$ cat src/rtl/ctpwm_consts.svh
`ifndef CTPWM_CONSTS_SVH
`define CTPWM_CONSTS_SVH

// register indices, byte address is four times the index
`define CTPWM_IDX_CLOCK     6'h00
`define CTPWM_IDX_WAVE      6'h01
`define CTPWM_IDX_ROUTE     6'h02
`define CTPWM_IDX_OVR       6'h03
`define CTPWM_IDX_CMD       6'h04
`define CTPWM_IDX_EVA       6'h08
`define CTPWM_IDX_STATUS    6'h0E
`define CTPWM_IDX_CAPA_LO   6'h22
`define CTPWM_IDX_CAPA_HI   6'h23
`define CTPWM_IDX_CAPB_LO   6'h24
`define CTPWM_IDX_CAPB_HI   6'h25
`define CTPWM_IDX_CMP_FIRST 6'h28
`define CTPWM_IDX_CMP_LAST  6'h2F

// field positions
`define CTPWM_ENABLE_BIT    0
`define CTPWM_SYNC_PRESCALE_FIELD_LSB  1
`define CTPWM_COUNTER_PRESCALE_FIELD_LSB   3
`define CTPWM_CLKSRC_LSB    5
`define CTPWM_ROUTE_D_BIT   7
`define CTPWM_ROUTE_C_BIT   6
`define CTPWM_FIFTY_BIT     3
`define CTPWM_AUPD_BIT      1
`define CTPWM_OVR_BIT       0
`define CTPWM_DISABLE_AT_CYCLE_END_BIT    7
`define CTPWM_CAPB_BIT      4
`define CTPWM_CAPA_BIT      3
`define CTPWM_RESTART_BIT   2
`define CTPWM_SYNC_BIT      1
`define CTPWM_SYNC_AT_CYCLE_END_BIT   0

// reset values and timing counts
`define CTPWM_REG_RESET     8'h00
`define CTPWM_CMP_RESET     12'h000
`define CTPWM_SYNC_LAST     2'h1
`define CTPWM_SHIFT_DIV1    3'h0
`define CTPWM_SHIFT_DIV4    3'h2
`define CTPWM_SHIFT_DIV32   3'h5

`endif

$ cat src/rtl/ctpwm_pkg.sv
package ctpwm_pkg;
  typedef enum logic [1:0] {
    internal_fast_osc  = 2'b00,
    clk_src_reserved   = 2'b01,
    external_clock_src = 2'b10,
    system_clock_src   = 2'b11
  } ctpwm_clk_src_type;

  typedef enum logic [1:0] {
    single_ramp_mode = 2'b00,
    double_ramp_mode = 2'b01,
    quad_ramp_mode   = 2'b10,
    dual_slope_mode  = 2'b11
  } ctpwm_wave_mode_type;

  // encoding doubles as the override bit index except in single ramp mode
  typedef enum logic [1:0] {
    st_dead_a = 2'b00,
    st_on_a   = 2'b01,
    st_dead_b = 2'b10,
    st_on_b   = 2'b11
  } ctpwm_cycle_state_type;
endpackage : ctpwm_pkg

$ cat src/rtl/ctpwm_prescaler.sv
`timescale 1ns/1ps
// divides a tick stream by two to the power of shift_in
module ctpwm_prescaler #(
  parameter int WIDTH = 5
) (
  input  wire logic       clock_in,
  input  wire logic       reset_in,
  input  wire logic       tick_in,
  input  wire logic [2:0] shift_in,
  output logic            tick_out
);
  logic [WIDTH-1:0] cnt_q;
  logic [WIDTH-1:0] cnt_d;
  logic [WIDTH-1:0] mask;

  // free running count, a tick passes when the low bits are all ones
  always_comb begin
    mask     = WIDTH'((32'h1 << shift_in) - 32'h1);
    cnt_d    = tick_in ? cnt_q + 1'b1 : cnt_q;
    tick_out = tick_in & ((cnt_q & mask) == mask);
  end

  // count register
  always_ff @(posedge clock_in) begin
    if (reset_in) begin
      cnt_q <= '0;
    end else begin
      cnt_q <= cnt_d;
    end
  end
endmodule : ctpwm_prescaler

$ cat src/rtl/ctpwm_top.sv
// Added by the designer: the APB interface to the registers.
`timescale 1ns/1ps
`include "ctpwm_consts.svh"
module ctpwm_top (
  input  wire logic        clock_in,
  input  wire logic        reset_in,
  input  wire logic        osc_tick_in,
  input  wire logic        ext_tick_in,
  input  wire logic        psel_in,
  input  wire logic        penable_in,
  input  wire logic        pwrite_in,
  input  wire logic [7:0]  paddr_in,
  input  wire logic [31:0] pwdata_in,
  input  wire logic [3:0]  pstrb_in,
  output logic [31:0]      prdata_out,
  output logic             pready_out,
  output logic             pslverr_out,
  output logic             wave_a_out,
  output logic             wave_b_out,
  output logic             output_c_out,
  output logic             output_d_out
);
  import ctpwm_pkg::*;

  logic [7:0]  ctrl_q, ctrl_d, wave_q, wave_d, route_q, route_d;
  logic [7:0]  ovr_q, ovr_d, eva_q, eva_d;
  logic        run_q, run_d, en_rdy_q, en_rdy_d, cmd_rdy_q, cmd_rdy_d;
  logic [1:0]  en_cnt_q, en_cnt_d, cmd_cnt_q, cmd_cnt_d;
  logic [4:0]  cmd_q, cmd_d;
  logic        disable_at_cycle_end_q, disable_at_cycle_end_d, eoc_pend_q, eoc_pend_d;
  logic [11:0] cnt_q, cnt_d, cap_a_q, cap_a_d, cap_b_q, cap_b_d;
  logic        pready_q, pready_d, pslverr_q, pslverr_d;
  logic [31:0] prdata_q, prdata_d, rd_word;
  logic        wa_q, wa_d, wb_q, wb_d, oc_q, oc_d, od_q, od_d;
  ctpwm_cycle_state_type state_q, state_d;
  logic [11:0] buf_w [4];
  logic [11:0] act_w [4];
  logic [5:0]  idx;
  logic [7:0]  wdat;
  logic        access, hit, wr, cmp_wr, cmp_hi, auto_req, load_now;
  logic        restart_now, cycle_end, src_tick, cnt_tick, sync_tick;
  logic [1:0]  cmp_k;
  logic [2:0]  cnt_shift;
  logic [4:0]  req;
  ctpwm_clk_src_type   clk_src;
  ctpwm_wave_mode_type wmode;

  // bus decode
  assign access  = psel_in & penable_in;
  assign idx     = paddr_in[7:2];
  assign wdat    = pwdata_in[7:0];
  assign wr      = access & pready_q & pwrite_in & pstrb_in[0] & hit;
  assign cmp_wr  = wr & (idx >= `CTPWM_IDX_CMP_FIRST) & (idx <= `CTPWM_IDX_CMP_LAST);
  assign cmp_k   = idx[2:1];
  assign cmp_hi  = idx[0];
  assign clk_src = ctpwm_clk_src_type'(ctrl_q[`CTPWM_CLKSRC_LSB+1:`CTPWM_CLKSRC_LSB]);
  assign wmode   = ctpwm_wave_mode_type'(wave_q[1:0]);

  always_comb begin
    case (clk_src)
      internal_fast_osc:  src_tick = osc_tick_in;
      external_clock_src: src_tick = ext_tick_in;
      system_clock_src:   src_tick = 1'b1;
      default:            src_tick = 1'b0; // reserved source gives no clock
    endcase
  end

  always_comb begin
    case (ctrl_q[`CTPWM_COUNTER_PRESCALE_FIELD_LSB+1:`CTPWM_COUNTER_PRESCALE_FIELD_LSB])
      2'h1:    cnt_shift = `CTPWM_SHIFT_DIV4;
      2'h2:    cnt_shift = `CTPWM_SHIFT_DIV32;
      default: cnt_shift = `CTPWM_SHIFT_DIV1;
    endcase
  end

  ctpwm_prescaler #(.WIDTH(5)) u_cnt_div (
    .clock_in (clock_in),
    .reset_in (reset_in),
    .tick_in  (src_tick),
    .shift_in (cnt_shift),
    .tick_out (cnt_tick)
  );

  // sync prescale of the source clock
  ctpwm_prescaler #(.WIDTH(3)) u_sync_div (
    .clock_in (clock_in),
    .reset_in (reset_in),
    .tick_in  (src_tick),
    .shift_in ({1'b0, ctrl_q[`CTPWM_SYNC_PRESCALE_FIELD_LSB+1:`CTPWM_SYNC_PRESCALE_FIELD_LSB]}),
    .tick_out (sync_tick)
  );

  // read mux and address check
  always_comb begin
    hit     = (paddr_in[1:0] == 2'h0);
    rd_word = 32'h0;
    case (idx)
      `CTPWM_IDX_CLOCK:   rd_word = {24'h0, ctrl_q};
      `CTPWM_IDX_WAVE:    rd_word = {24'h0, wave_q};
      `CTPWM_IDX_ROUTE:   rd_word = {24'h0, route_q};
      `CTPWM_IDX_OVR:     rd_word = {24'h0, ovr_q};
      `CTPWM_IDX_CMD:     rd_word = 32'h0; // strobes read as zero
      `CTPWM_IDX_EVA:     rd_word = {24'h0, eva_q};
      `CTPWM_IDX_STATUS:  rd_word = {30'h0, cmd_rdy_q, en_rdy_q};
      `CTPWM_IDX_CAPA_LO: rd_word = {24'h0, cap_a_q[7:0]};
      `CTPWM_IDX_CAPA_HI: rd_word = {28'h0, cap_a_q[11:8]};
      `CTPWM_IDX_CAPB_LO: rd_word = {24'h0, cap_b_q[7:0]};
      `CTPWM_IDX_CAPB_HI: rd_word = {28'h0, cap_b_q[11:8]};
      default: begin
        if (idx >= `CTPWM_IDX_CMP_FIRST && idx <= `CTPWM_IDX_CMP_LAST) begin
          rd_word = cmp_hi ? {28'h0, buf_w[cmp_k][11:8]} : {24'h0, buf_w[cmp_k][7:0]};
        end else begin
          hit = 1'b0;
        end
      end
    endcase
  end

  // one wait state, read data and error registered
  always_comb begin
    pready_d  = access & ~pready_q;
    prdata_d  = (access & ~pready_q & ~pwrite_in) ? rd_word : 32'h0;
    pslverr_d = access & ~pready_q & ~hit;
  end

  // plain configuration registers
  always_comb begin
    wave_d  = wave_q;
    route_d = route_q;
    ovr_d   = ovr_q;
    eva_d   = eva_q;
    if (wr && idx == `CTPWM_IDX_WAVE) begin
      wave_d = {6'h0, wdat[1:0]};
    end
    if (wr && idx == `CTPWM_IDX_ROUTE) begin
      route_d = wdat & 8'hCB;
    end
    if (wr && idx == `CTPWM_IDX_OVR) begin
      ovr_d = wdat;
    end
    if (wr && idx == `CTPWM_IDX_EVA) begin
      eva_d = wdat & 8'hD5;
    end
  end

  // auto update requests from compare clear high writes
  assign auto_req = cmp_wr & cmp_hi & route_q[`CTPWM_AUPD_BIT] &
                    ((cmp_k == 2'h3) | ((cmp_k == 2'h1) & route_q[`CTPWM_FIFTY_BIT]));
  assign req = (wr && idx == `CTPWM_IDX_CMD) ? (wdat[4:0] | {4'h0, auto_req})
                                             : {4'h0, auto_req};

  // enable and command synchronization
  always_comb begin
    ctrl_d      = ctrl_q;
    run_d       = run_q;
    en_rdy_d    = en_rdy_q;
    en_cnt_d    = en_cnt_q;
    cmd_rdy_d   = cmd_rdy_q;
    cmd_cnt_d   = cmd_cnt_q;
    cmd_d       = cmd_q;
    disable_at_cycle_end_d    = disable_at_cycle_end_q;
    eoc_pend_d  = eoc_pend_q;
    cap_a_d     = cap_a_q;
    cap_b_d     = cap_b_q;
    restart_now = 1'b0;
    load_now    = 1'b0;
    if (wr && idx == `CTPWM_IDX_CLOCK) begin
      if (!run_q) begin
        ctrl_d[7:1] = {1'b0, wdat[6:1]};
      end
      if (en_rdy_q) begin
        ctrl_d[0] = wdat[0];
        en_rdy_d  = 1'b0;
        en_cnt_d  = 2'h0;
      end
    end
    // enable reaches counter after two sync ticks
    if (!en_rdy_q && !disable_at_cycle_end_q && sync_tick) begin
      en_cnt_d = en_cnt_q + 2'h1;
      if (en_cnt_q == `CTPWM_SYNC_LAST) begin
        run_d    = ctrl_q[`CTPWM_ENABLE_BIT];
        en_rdy_d = 1'b1;
      end
    end
    // disable at cycle end, ready held low until then
    if (disable_at_cycle_end_q && (cycle_end || !run_q)) begin
      run_d     = 1'b0;
      ctrl_d[0] = 1'b0;
      en_rdy_d  = 1'b1;
      disable_at_cycle_end_d  = 1'b0;
    end
    // disable strobe only when no enable sync pending
    if (wr && idx == `CTPWM_IDX_CMD && wdat[`CTPWM_DISABLE_AT_CYCLE_END_BIT] && en_rdy_q) begin
      disable_at_cycle_end_d = 1'b1;
      en_rdy_d = 1'b0;
    end
    if (eoc_pend_q && cycle_end) begin
      load_now   = 1'b1;
      eoc_pend_d = 1'b0;
    end
    // command arrives after two sync ticks
    if (!cmd_rdy_q && sync_tick) begin
      cmd_cnt_d = cmd_cnt_q + 2'h1;
      if (cmd_cnt_q == `CTPWM_SYNC_LAST) begin
        cmd_rdy_d = 1'b1;
        cmd_d     = 5'h0;
        if (cmd_q[`CTPWM_CAPA_BIT]) begin
          cap_a_d = cnt_q;
        end
        if (cmd_q[`CTPWM_CAPB_BIT]) begin
          cap_b_d = cnt_q;
        end
        restart_now = cmd_q[`CTPWM_RESTART_BIT];
        if (cmd_q[`CTPWM_SYNC_BIT]) begin
          load_now = 1'b1;
        end
        if (cmd_q[`CTPWM_SYNC_AT_CYCLE_END_BIT]) begin
          eoc_pend_d = 1'b1;
        end
      end
    end
    // accept a new command only when ready
    if (cmd_rdy_q && req != 5'h0) begin
      cmd_d     = req;
      cmd_rdy_d = 1'b0;
      cmd_cnt_d = 2'h0;
    end
  end

  // compare buffers and active copies, fifty mode mirrors b into a
  for (genvar k = 0; k < 4; k++) begin : g_cmp
    logic [11:0] b_q, b_d, a_q, a_d;
    logic        sel;
    always_comb begin
      sel = cmp_wr & ((cmp_k == 2'(k)) |
            ((k < 2) & route_q[`CTPWM_FIFTY_BIT] & (cmp_k == 2'(k + 2))));
      b_d = b_q;
      a_d = load_now ? b_q : a_q;
      if (sel && cmp_hi) begin
        b_d[11:8] = wdat[3:0];
      end else if (sel) begin
        b_d[7:0] = wdat;
      end
    end
    always_ff @(posedge clock_in) begin
      if (reset_in) begin
        b_q <= `CTPWM_CMP_RESET;
        a_q <= `CTPWM_CMP_RESET;
      end else begin
        b_q <= b_d;
        a_q <= a_d;
      end
    end
    assign buf_w[k] = b_q;
    assign act_w[k] = a_q;
  end

  // counter runs through the four cycle states
  always_comb begin
    cnt_d     = cnt_q;
    state_d   = state_q;
    cycle_end = 1'b0;
    if (restart_now) begin
      cnt_d   = 12'h000;
      state_d = st_dead_a;
    end else if (run_q && cnt_tick) begin
      cnt_d = cnt_q + 12'h001;
      case (state_q)
        st_dead_a: if (cnt_q >= act_w[0]) state_d = st_on_a;
        st_on_a:   if (cnt_q >= act_w[1]) state_d = st_dead_b;
        st_dead_b: if (cnt_q >= act_w[2]) state_d = st_on_b;
        st_on_b: begin
          if (cnt_q >= act_w[3]) begin
            cycle_end = 1'b1;
            cnt_d     = 12'h000;
            state_d   = st_dead_a;
          end
        end
        default:   state_d = st_dead_a;
      endcase
    end
  end

  // waveform levels, override and routing
  always_comb begin
    wa_d = (state_q == st_on_a);
    wb_d = (state_q == st_on_b);
    if (route_q[`CTPWM_OVR_BIT]) begin
      if (wmode == single_ramp_mode) begin
        wa_d = (state_q == st_dead_a) ? ovr_q[1] : (state_q == st_on_a) ? ovr_q[0] : 1'b0;
        wb_d = (state_q == st_dead_b) ? ovr_q[7] : (state_q == st_on_b) ? ovr_q[6] : 1'b0;
      end else begin
        wa_d = ovr_q[{1'b0, state_q}];
        wb_d = ovr_q[{1'b1, state_q}];
      end
    end
    oc_d = route_q[`CTPWM_ROUTE_C_BIT] ? wb_d : wa_d;
    od_d = route_q[`CTPWM_ROUTE_D_BIT] ? wb_d : wa_d;
  end

  // all state registers but the compare copies in g_cmp
  always_ff @(posedge clock_in) begin
    if (reset_in) begin
      ctrl_q     <= `CTPWM_REG_RESET;
      wave_q     <= `CTPWM_REG_RESET;
      route_q    <= `CTPWM_REG_RESET;
      ovr_q      <= `CTPWM_REG_RESET;
      eva_q      <= `CTPWM_REG_RESET;
      run_q      <= 1'b0;
      en_rdy_q   <= 1'b1;
      en_cnt_q   <= 2'h0;
      cmd_rdy_q  <= 1'b1;
      cmd_cnt_q  <= 2'h0;
      cmd_q      <= 5'h00;
      disable_at_cycle_end_q   <= 1'b0;
      eoc_pend_q <= 1'b0;
      cnt_q      <= 12'h000;
      state_q    <= st_dead_a;
      cap_a_q    <= 12'h000;
      cap_b_q    <= 12'h000;
      pready_q   <= 1'b0;
      prdata_q   <= 32'h0;
      pslverr_q  <= 1'b0;
      wa_q       <= 1'b0;
      wb_q       <= 1'b0;
      oc_q       <= 1'b0;
      od_q       <= 1'b0;
    end else begin
      ctrl_q     <= ctrl_d;
      wave_q     <= wave_d;
      route_q    <= route_d;
      ovr_q      <= ovr_d;
      eva_q      <= eva_d;
      run_q      <= run_d;
      en_rdy_q   <= en_rdy_d;
      en_cnt_q   <= en_cnt_d;
      cmd_rdy_q  <= cmd_rdy_d;
      cmd_cnt_q  <= cmd_cnt_d;
      cmd_q      <= cmd_d;
      disable_at_cycle_end_q   <= disable_at_cycle_end_d;
      eoc_pend_q <= eoc_pend_d;
      cnt_q      <= cnt_d;
      state_q    <= state_d;
      cap_a_q    <= cap_a_d;
      cap_b_q    <= cap_b_d;
      pready_q   <= pready_d;
      prdata_q   <= prdata_d;
      pslverr_q  <= pslverr_d;
      wa_q       <= wa_d;
      wb_q       <= wb_d;
      oc_q       <= oc_d;
      od_q       <= od_d;
    end
  end

  assign prdata_out   = prdata_q;
  assign pready_out   = pready_q;
  assign pslverr_out  = pslverr_q;
  assign wave_a_out   = wa_q;
  assign wave_b_out   = wb_q;
  assign output_c_out = oc_q;
  assign output_d_out = od_q;
endmodule : ctpwm_top

$ cat config.mk
export PLATFORM = sky130hd
export DESIGN_NAME = ctpwm_top
export DESIGN_NICKNAME = d
export VERILOG_FILES = /design/src/rtl/ctpwm_pkg.sv /design/src/rtl/ctpwm_prescaler.sv /design/src/rtl/ctpwm_top.sv
export VERILOG_INCLUDE_DIRS = /design/src /design/src/rtl
export SDC_FILE = /design/constraint.sdc
export NUM_CORES = 1
export LEC_CHECK = 0
export BUFFER_PORTS_ARGS = -buffer_cell sky130_fd_sc_hd__buf_2
export CAP_MARGIN = 20
export CORE_MARGIN = 2
export CORE_UTILIZATION = 50
export DETAILED_ROUTE_END_ITERATION = 10
export PLACE_DENSITY = 0.69
export REMOVE_ABC_BUFFERS = 1
export SETUP_SLACK_MARGIN = 0.05
export SYNTH_ARGS = -nofsm -noshare
export SYNTH_HDL_FRONTEND = slang
export SYNTH_SLANG_ARGS = --single-unit
$ cat constraint.sdc
create_clock -name clock_in -period 2.7 [get_ports clock_in]
set_input_delay 0 -clock clock_in [delete_from_list [all_inputs] [get_ports clock_in]]
set_output_delay 0 -clock clock_in [all_outputs]
set_load 0.01 [all_outputs]
Word level (Yosys, flattened, before mapping). Index checks and enable logic that the tools add are counted.

$add $sub $neg: 7. Order comparisons: 9. Eq/ne operators: 28. Shift-type cells: 2. Muxes and demuxes: 62. Bitwise logic cells: 38. Reduce and logical (&&, ||, !) cells: 54.

Operator list (number): $pmux 8 s11 (1); $ge 12x12->1 (4); $mux 12 (4); $mux 1 (38); $bmux 12 s2 (1); $eq 6x6->1 const B (4); $and 1x1->1 (22); $logic_and 1x1->1 (20); $mux 5 (4); $reduce_and 2->1 (9); $mux 8 (2); $eq 2x2->1 const B (7); $mux 2 (7); $add 12x1->12 const B (1); $eq 6x2->1 const B (2); $eq 6x4->1 const B (2); $reduce_or 11->1 (1); $eq 2x1->1 const B (5); $logic_not 2->1 (5); $reduce_bool 2->1 (5); $not 1->1 (9); $ne 2x2->1 const B (4); $pmux 2 s4 (1); $reduce_or 2->1 (4); 30 further kinds (38).

Register bits after elaboration: 221. Input bits: 51. Output and inout bits: 38.

Longest topological paths before layout.
Word-level depth: 16. Depth in mapped cells: 11. Gate-level depth less buffers: 9.

Modules after synthesis. A second synthesis with hierarchy kept.

Cells, all modules: 1119. Area, all modules: 10132.2 sq um.

Modules (own cells, without submodules): ctpwm_top (instances 1, cells an instance 1071, area each 9696.8 sq um); ctpwm_prescaler at u_cnt_div (instances 1, cells an instance 27, area each 245.2 sq um); ctpwm_prescaler at u_sync_div (instances 1, cells an instance 21, area each 190.2 sq um).

Least setup slack after synthesis. No wires, ideal clock.

Path type: reg2reg. Start: reg cnt_q[0]. End: reg g_cmp[3].a_q[0]. Setup time: 132 ps. Arrival time: 2235 ps. Path slack: 333 ps. Stages on the path, launching flop included: 11. Buffers on the path: 2. Period minus slack after synthesis: 2367 ps. Path through: dfxtp_1 inv_1 ha_1 o211ai_1 a211o_1 a211o_1 o32a_2 buf_6 buf_6 nand2_1 a21oi_1.

Longest elaborated chain between the ends: 10.

Ends and longest elaborated chain: start: declaration (RTL line ctpwm_top.sv:31) `logic [11:0] cnt_q, cnt_d, cap_a_q, cap_a_d, cap_b_q, cap_b_d;`; start signal: assignment (RTL line ctpwm_top.sv:342) `cnt_q <= cnt_d;`; $ge 12x12->1 (*) (RTL line ctpwm_top.sv:273) `if (cnt_q >= act_w[3]) begin`; $mux 1 (*) (RTL line ctpwm_top.sv:273); $mux 1 (*) (RTL line ctpwm_top.sv:268) `case (state_q)`; $mux 1 (*) (RTL line ctpwm_top.sv:266) `end else if (run_q && cnt_tick) begin`; $mux 1 (*) (RTL line ctpwm_top.sv:263) `if (restart_now) begin`; $logic_and 1x1->1 (*) (RTL line ctpwm_top.sv:197) `if (eoc_pend_q && cycle_end) begin`; $mux 1 (*) (RTL line ctpwm_top.sv:197); $mux 1 (RTL line ctpwm_top.sv:214) `` if (cmd_q[`CTPWM_SYNC_BIT]) begin ``; $mux 1 (RTL line ctpwm_top.sv:204) `` if (cmd_cnt_q == `CTPWM_SYNC_LAST) begin ``; $mux 1 (*) (RTL line ctpwm_top.sv:202) `if (!cmd_rdy_q && sync_tick) begin`; end signal: assignment (RTL line ctpwm_top.sv:248) `` a_q <= `CTPWM_CMP_RESET; ``; end: declaration (RTL line ctpwm_top.sv:232) `logic [11:0] b_q, b_d, a_q, a_d;`.

Every way passes the cells marked *; elsewhere a longest branch is shown, timed or not. A chain may end at the register's enable or synchronous reset.

Worst setup path in the final report.
Start: reg g_cmp[3].a_q[5]. End: reg g_cmp[3].a_q[9].

Longest elaborated chain between the ends: 10.

Ends and longest elaborated chain (RTL line): $ge 12x12->1 (*) (ctpwm_top.sv:273); $mux 1 (*) (ctpwm_top.sv:273); $mux 1 (*) (ctpwm_top.sv:268); $mux 1 (*) (ctpwm_top.sv:266); $mux 1 (*) (ctpwm_top.sv:263); $logic_and 1x1->1 (*) (ctpwm_top.sv:197); $mux 1 (*) (ctpwm_top.sv:197); $mux 1 (ctpwm_top.sv:214); $mux 1 (ctpwm_top.sv:204); $mux 1 (*) (ctpwm_top.sv:202).

Marks and branches as above.

==> results.tsv <==
stage	metric	value	unit
run_status	outcome	completed	
worst_setup_path	start_kind	register	
layout	drive_above_1_share	12.7	%
yosys	yosysTopAreaCellShare	40.3	%
worst_setup_path	cp.arrival	2850	ps
sta	rsz0062_at_grt	no	
layout	fill_cells	1766	
clocking	clock_latency	440	ps
yosys	ys_warn_count	0	
global_routing	grt_max_degree	60	
placed_design	dp_hpwl	18.3	mm
sta	tightest_slew	825	ps
worst_setup_path	crit_fanout	46	
route	drc_errors	0	
sta	setup_viol	0	
clocking	cts_buffers	17	
yosys	synth_area_leaders	dfxtp_1 (40%), mux2i_1 (9.4%), ha_1 (7.4%), nand2_1 (5.8%), nor2_1 (5.1%)	
job	cap_violations	0	
yosys	syn-instance-count	1096	
clocking	h-tree-depth	4	
layout	final_core_util	56.6	%
die	die_h	144	um
layout	antenna_cells	0	
route	wl	25.3	mm
worst_setup_path	path_class	register to register	
global_routing	grt_usage	25.0	%
clocking	cts_tree	done	
sta	fmax	0.396	GHz
yosys	synthesis.area	9790	um^2
layout	fin_nets	1250	
clocking	post_cts_buffers	0	
die	fp.coreArea	19300	um^2
sta	finalCritPeriodShare	93.5	%
die	die_area	20700	um^2
worst_setup_path	crit_start	g_cmp[3].a_q[5]$_SDFFE_PP0P_	
route	drtAntennaViolNets	0	
yosys	synth-seq-area-share	40.3	%
clocking	clk_pin_slew_worst_paths	70	ps
yosys	ys_types	73	
worst_setup_path	reg2reg_from	g_cmp[3].a_q[5]$_SDFFE_PP0P_	
yosys	yosys.area.top_type	dfxtp_1	
placed_design	place_congestion	0.892	
route	drt-initial-drc-count	666	
sta	hold_viol	0	
die	top_level_ports	89	
sta	drv_slew	0	
yosys	syn_avg_cell_area	8.93	um^2
route	vias	7928	
global_routing	antenna_found_initial	2	
yosys	synth_edf_count	0	
worst_setup_path	endpoint_kind	register	
clocking	cts_root_buf	clkbuf_16	
power	p_total	5.79	mW
sta	fin_skew	12.9	ps
power	power.leakage	4.27	nW
yosys	ys.flop_type	dfxtp_1	
die	die_width	144	um
route	avgRoutedWirePerCell	17.9	um
power	irDropWorstVdd	423	uV
route	viasPerCell	5.59	
global_routing	first_global_vias	7314	
sta	relSlewSlack	44.6	%
clocking	clock-sinks	197	
placed_design	post_dp_cell_area	10300	um^2
yosys	synth_common_cells	dfxtp_1 (197), nand2_1 (152), nor2_1 (132), mux2i_1 (92), a21oi_1 (83)	
yosys	synthArstFlopShare	0	%
clocking	clk_path_buf_depth	2	
placed_design	io_buffers	37	
power	p_per_area	529	nW/um^2
die	start_util	50.6	%
min_path	min_from	reset_in	
global_routing	overflow	0	
worst_setup_path	rrSetupSlack	180	ps
worst_setup_path	required	3030	ps
sta	min_period	2520	ps
route	drtPass1Iterations	5	
yosys	synth_seq_cells	197	
layout	syn_to_final_growth	11.8	%
die	fp-row-count	51	
yosys	synth.most_common_cell	dfxtp_1	
global_routing	grt_pass1_wl	39.2	mm
min_path	min_path_type	input port to register	
layout	design_area	10900	um^2
-- cells in the final DEF, fill, tap and decap left out, drive strengths merged, types with 17 or more instances in the layout --
cell type and instances:
nand3 27, nor3 23, nand2 154, nand2b 17, dfxtp 197, nor2 136
conb 24, clkbuf 20, a21oi 84, buf 74, mux2i 92, ha 58
inv 60
-- cell type report --
class                   instances  area, um^2  area share [%]
repair buffers                 82         583            5.33
clock inverters                11         146            1.34
multi-input cells             785        5270            48.1
inverters                      58         218            1.99
clock buffers                  20         457            4.17
flip-flops and latches        197        3940            36.0
well taps                     265         332            3.03
-- critical path, stage by stage, from the launching register on --
cell     delay (ps)
dfxtp_1         350
inv_1            50
ha_1            290
nand4_1         120
a211o_1         330
a211o_2         380
o32a_2          470
buf_12          190
nand2_1         120
a21oi_1          60
-- state kept, by name, indices dropped and copies added, names as in the netlist, 2 cells and up --
signal and count:
u_sync_div.cnt_q 3, eva_q 5, en_cnt_q 2, cmd_cnt_q 2
cap_a_q 12, state_q 2, cnt_q 12, route_q 5
g_cmp.a_q 48, cap_b_q 12, u_cnt_div.cnt_q 5, wave_q 2
ovr_q 8, prdata_out 8, ctrl_q 7, cmd_q 5
g_cmp.b_q 48
-- logic make-up (layout without fill, tap and decap cells) --
group | count (synthesis) | after routing | share of synthesized area [%]
AOI/OAI and AO/OA | 180 | 180 | 12.2
xor gates and xnor gates | 17 | 17 | 1.52
adders and majority gates | 58 | 58 | 7.41
buffers and inverters | 137 | 171 | 6.93
DFF | 197 | 197 | 40.3
muxes | 106 | 106 | 12.6
other | 1 | 24 | 0.0383
and+or+nand+nor | 400 | 400 | 19.0
-- per-layer routing --
metal | track usage, % | share of wire (%)
met4 | 9.49 | 2.9
met3 | 5.53 | 6.0
met5 | 0 | 0.11
met2 | 39.8 | 46
met1 | 33.2 | 45
-- power by group --
| group | total, mW | internal, mW | switching (mW) |
|---|---|---|---|
| clock | 2.64 | 1.51 | 1.14 |
| combinational | 0.233 | 0.0644 | 0.168 |
| sequential | 2.92 | 2.91 | 0.00594 |
| total | 5.79 | 4.48 | 1.31 |
-- what timing repair did --
| action | 4_1_cts | 5_1_grt |
|---|---|---|
| hold buffers | 8 | 0 |
| hold endpoints to repair | 28 | 0 |
| gates resized for setup | 0 | 1 |
| setup endpoints to repair | 0 | 8 |
-- per-stage QoR --
stage | setup slack, ps | std cells | setup TNS (ps) | hold slack (ps)
after floorplan | -667 | 1040 | -31990 | 69.1
after global placement | 216 | 1379 | 0 | 293
after detailed placement | 196 | 1379 | 0 | 289
after CTS | 180 | 1418 | 0 | 3.48
after global routing | 83.8 | 1418 | 0 | 30.6
final | 175 | 1418 | 0 | 14.2
-- final timing paths --
check,to,depth (start not counted)
setup / recovery,g_cmp[3].a_q[9]$_SDFFE_PP0P_,9
hold / removal,cap_b_q[9]$_SDFFE_PP0P_,2
setup reg to reg,g_cmp[3].a_q[9]$_SDFFE_PP0P_,9
hold reg to reg,g_cmp[0].a_q[1]$_SDFFE_PP0P_,2
(Power assumes the default switching activity.)
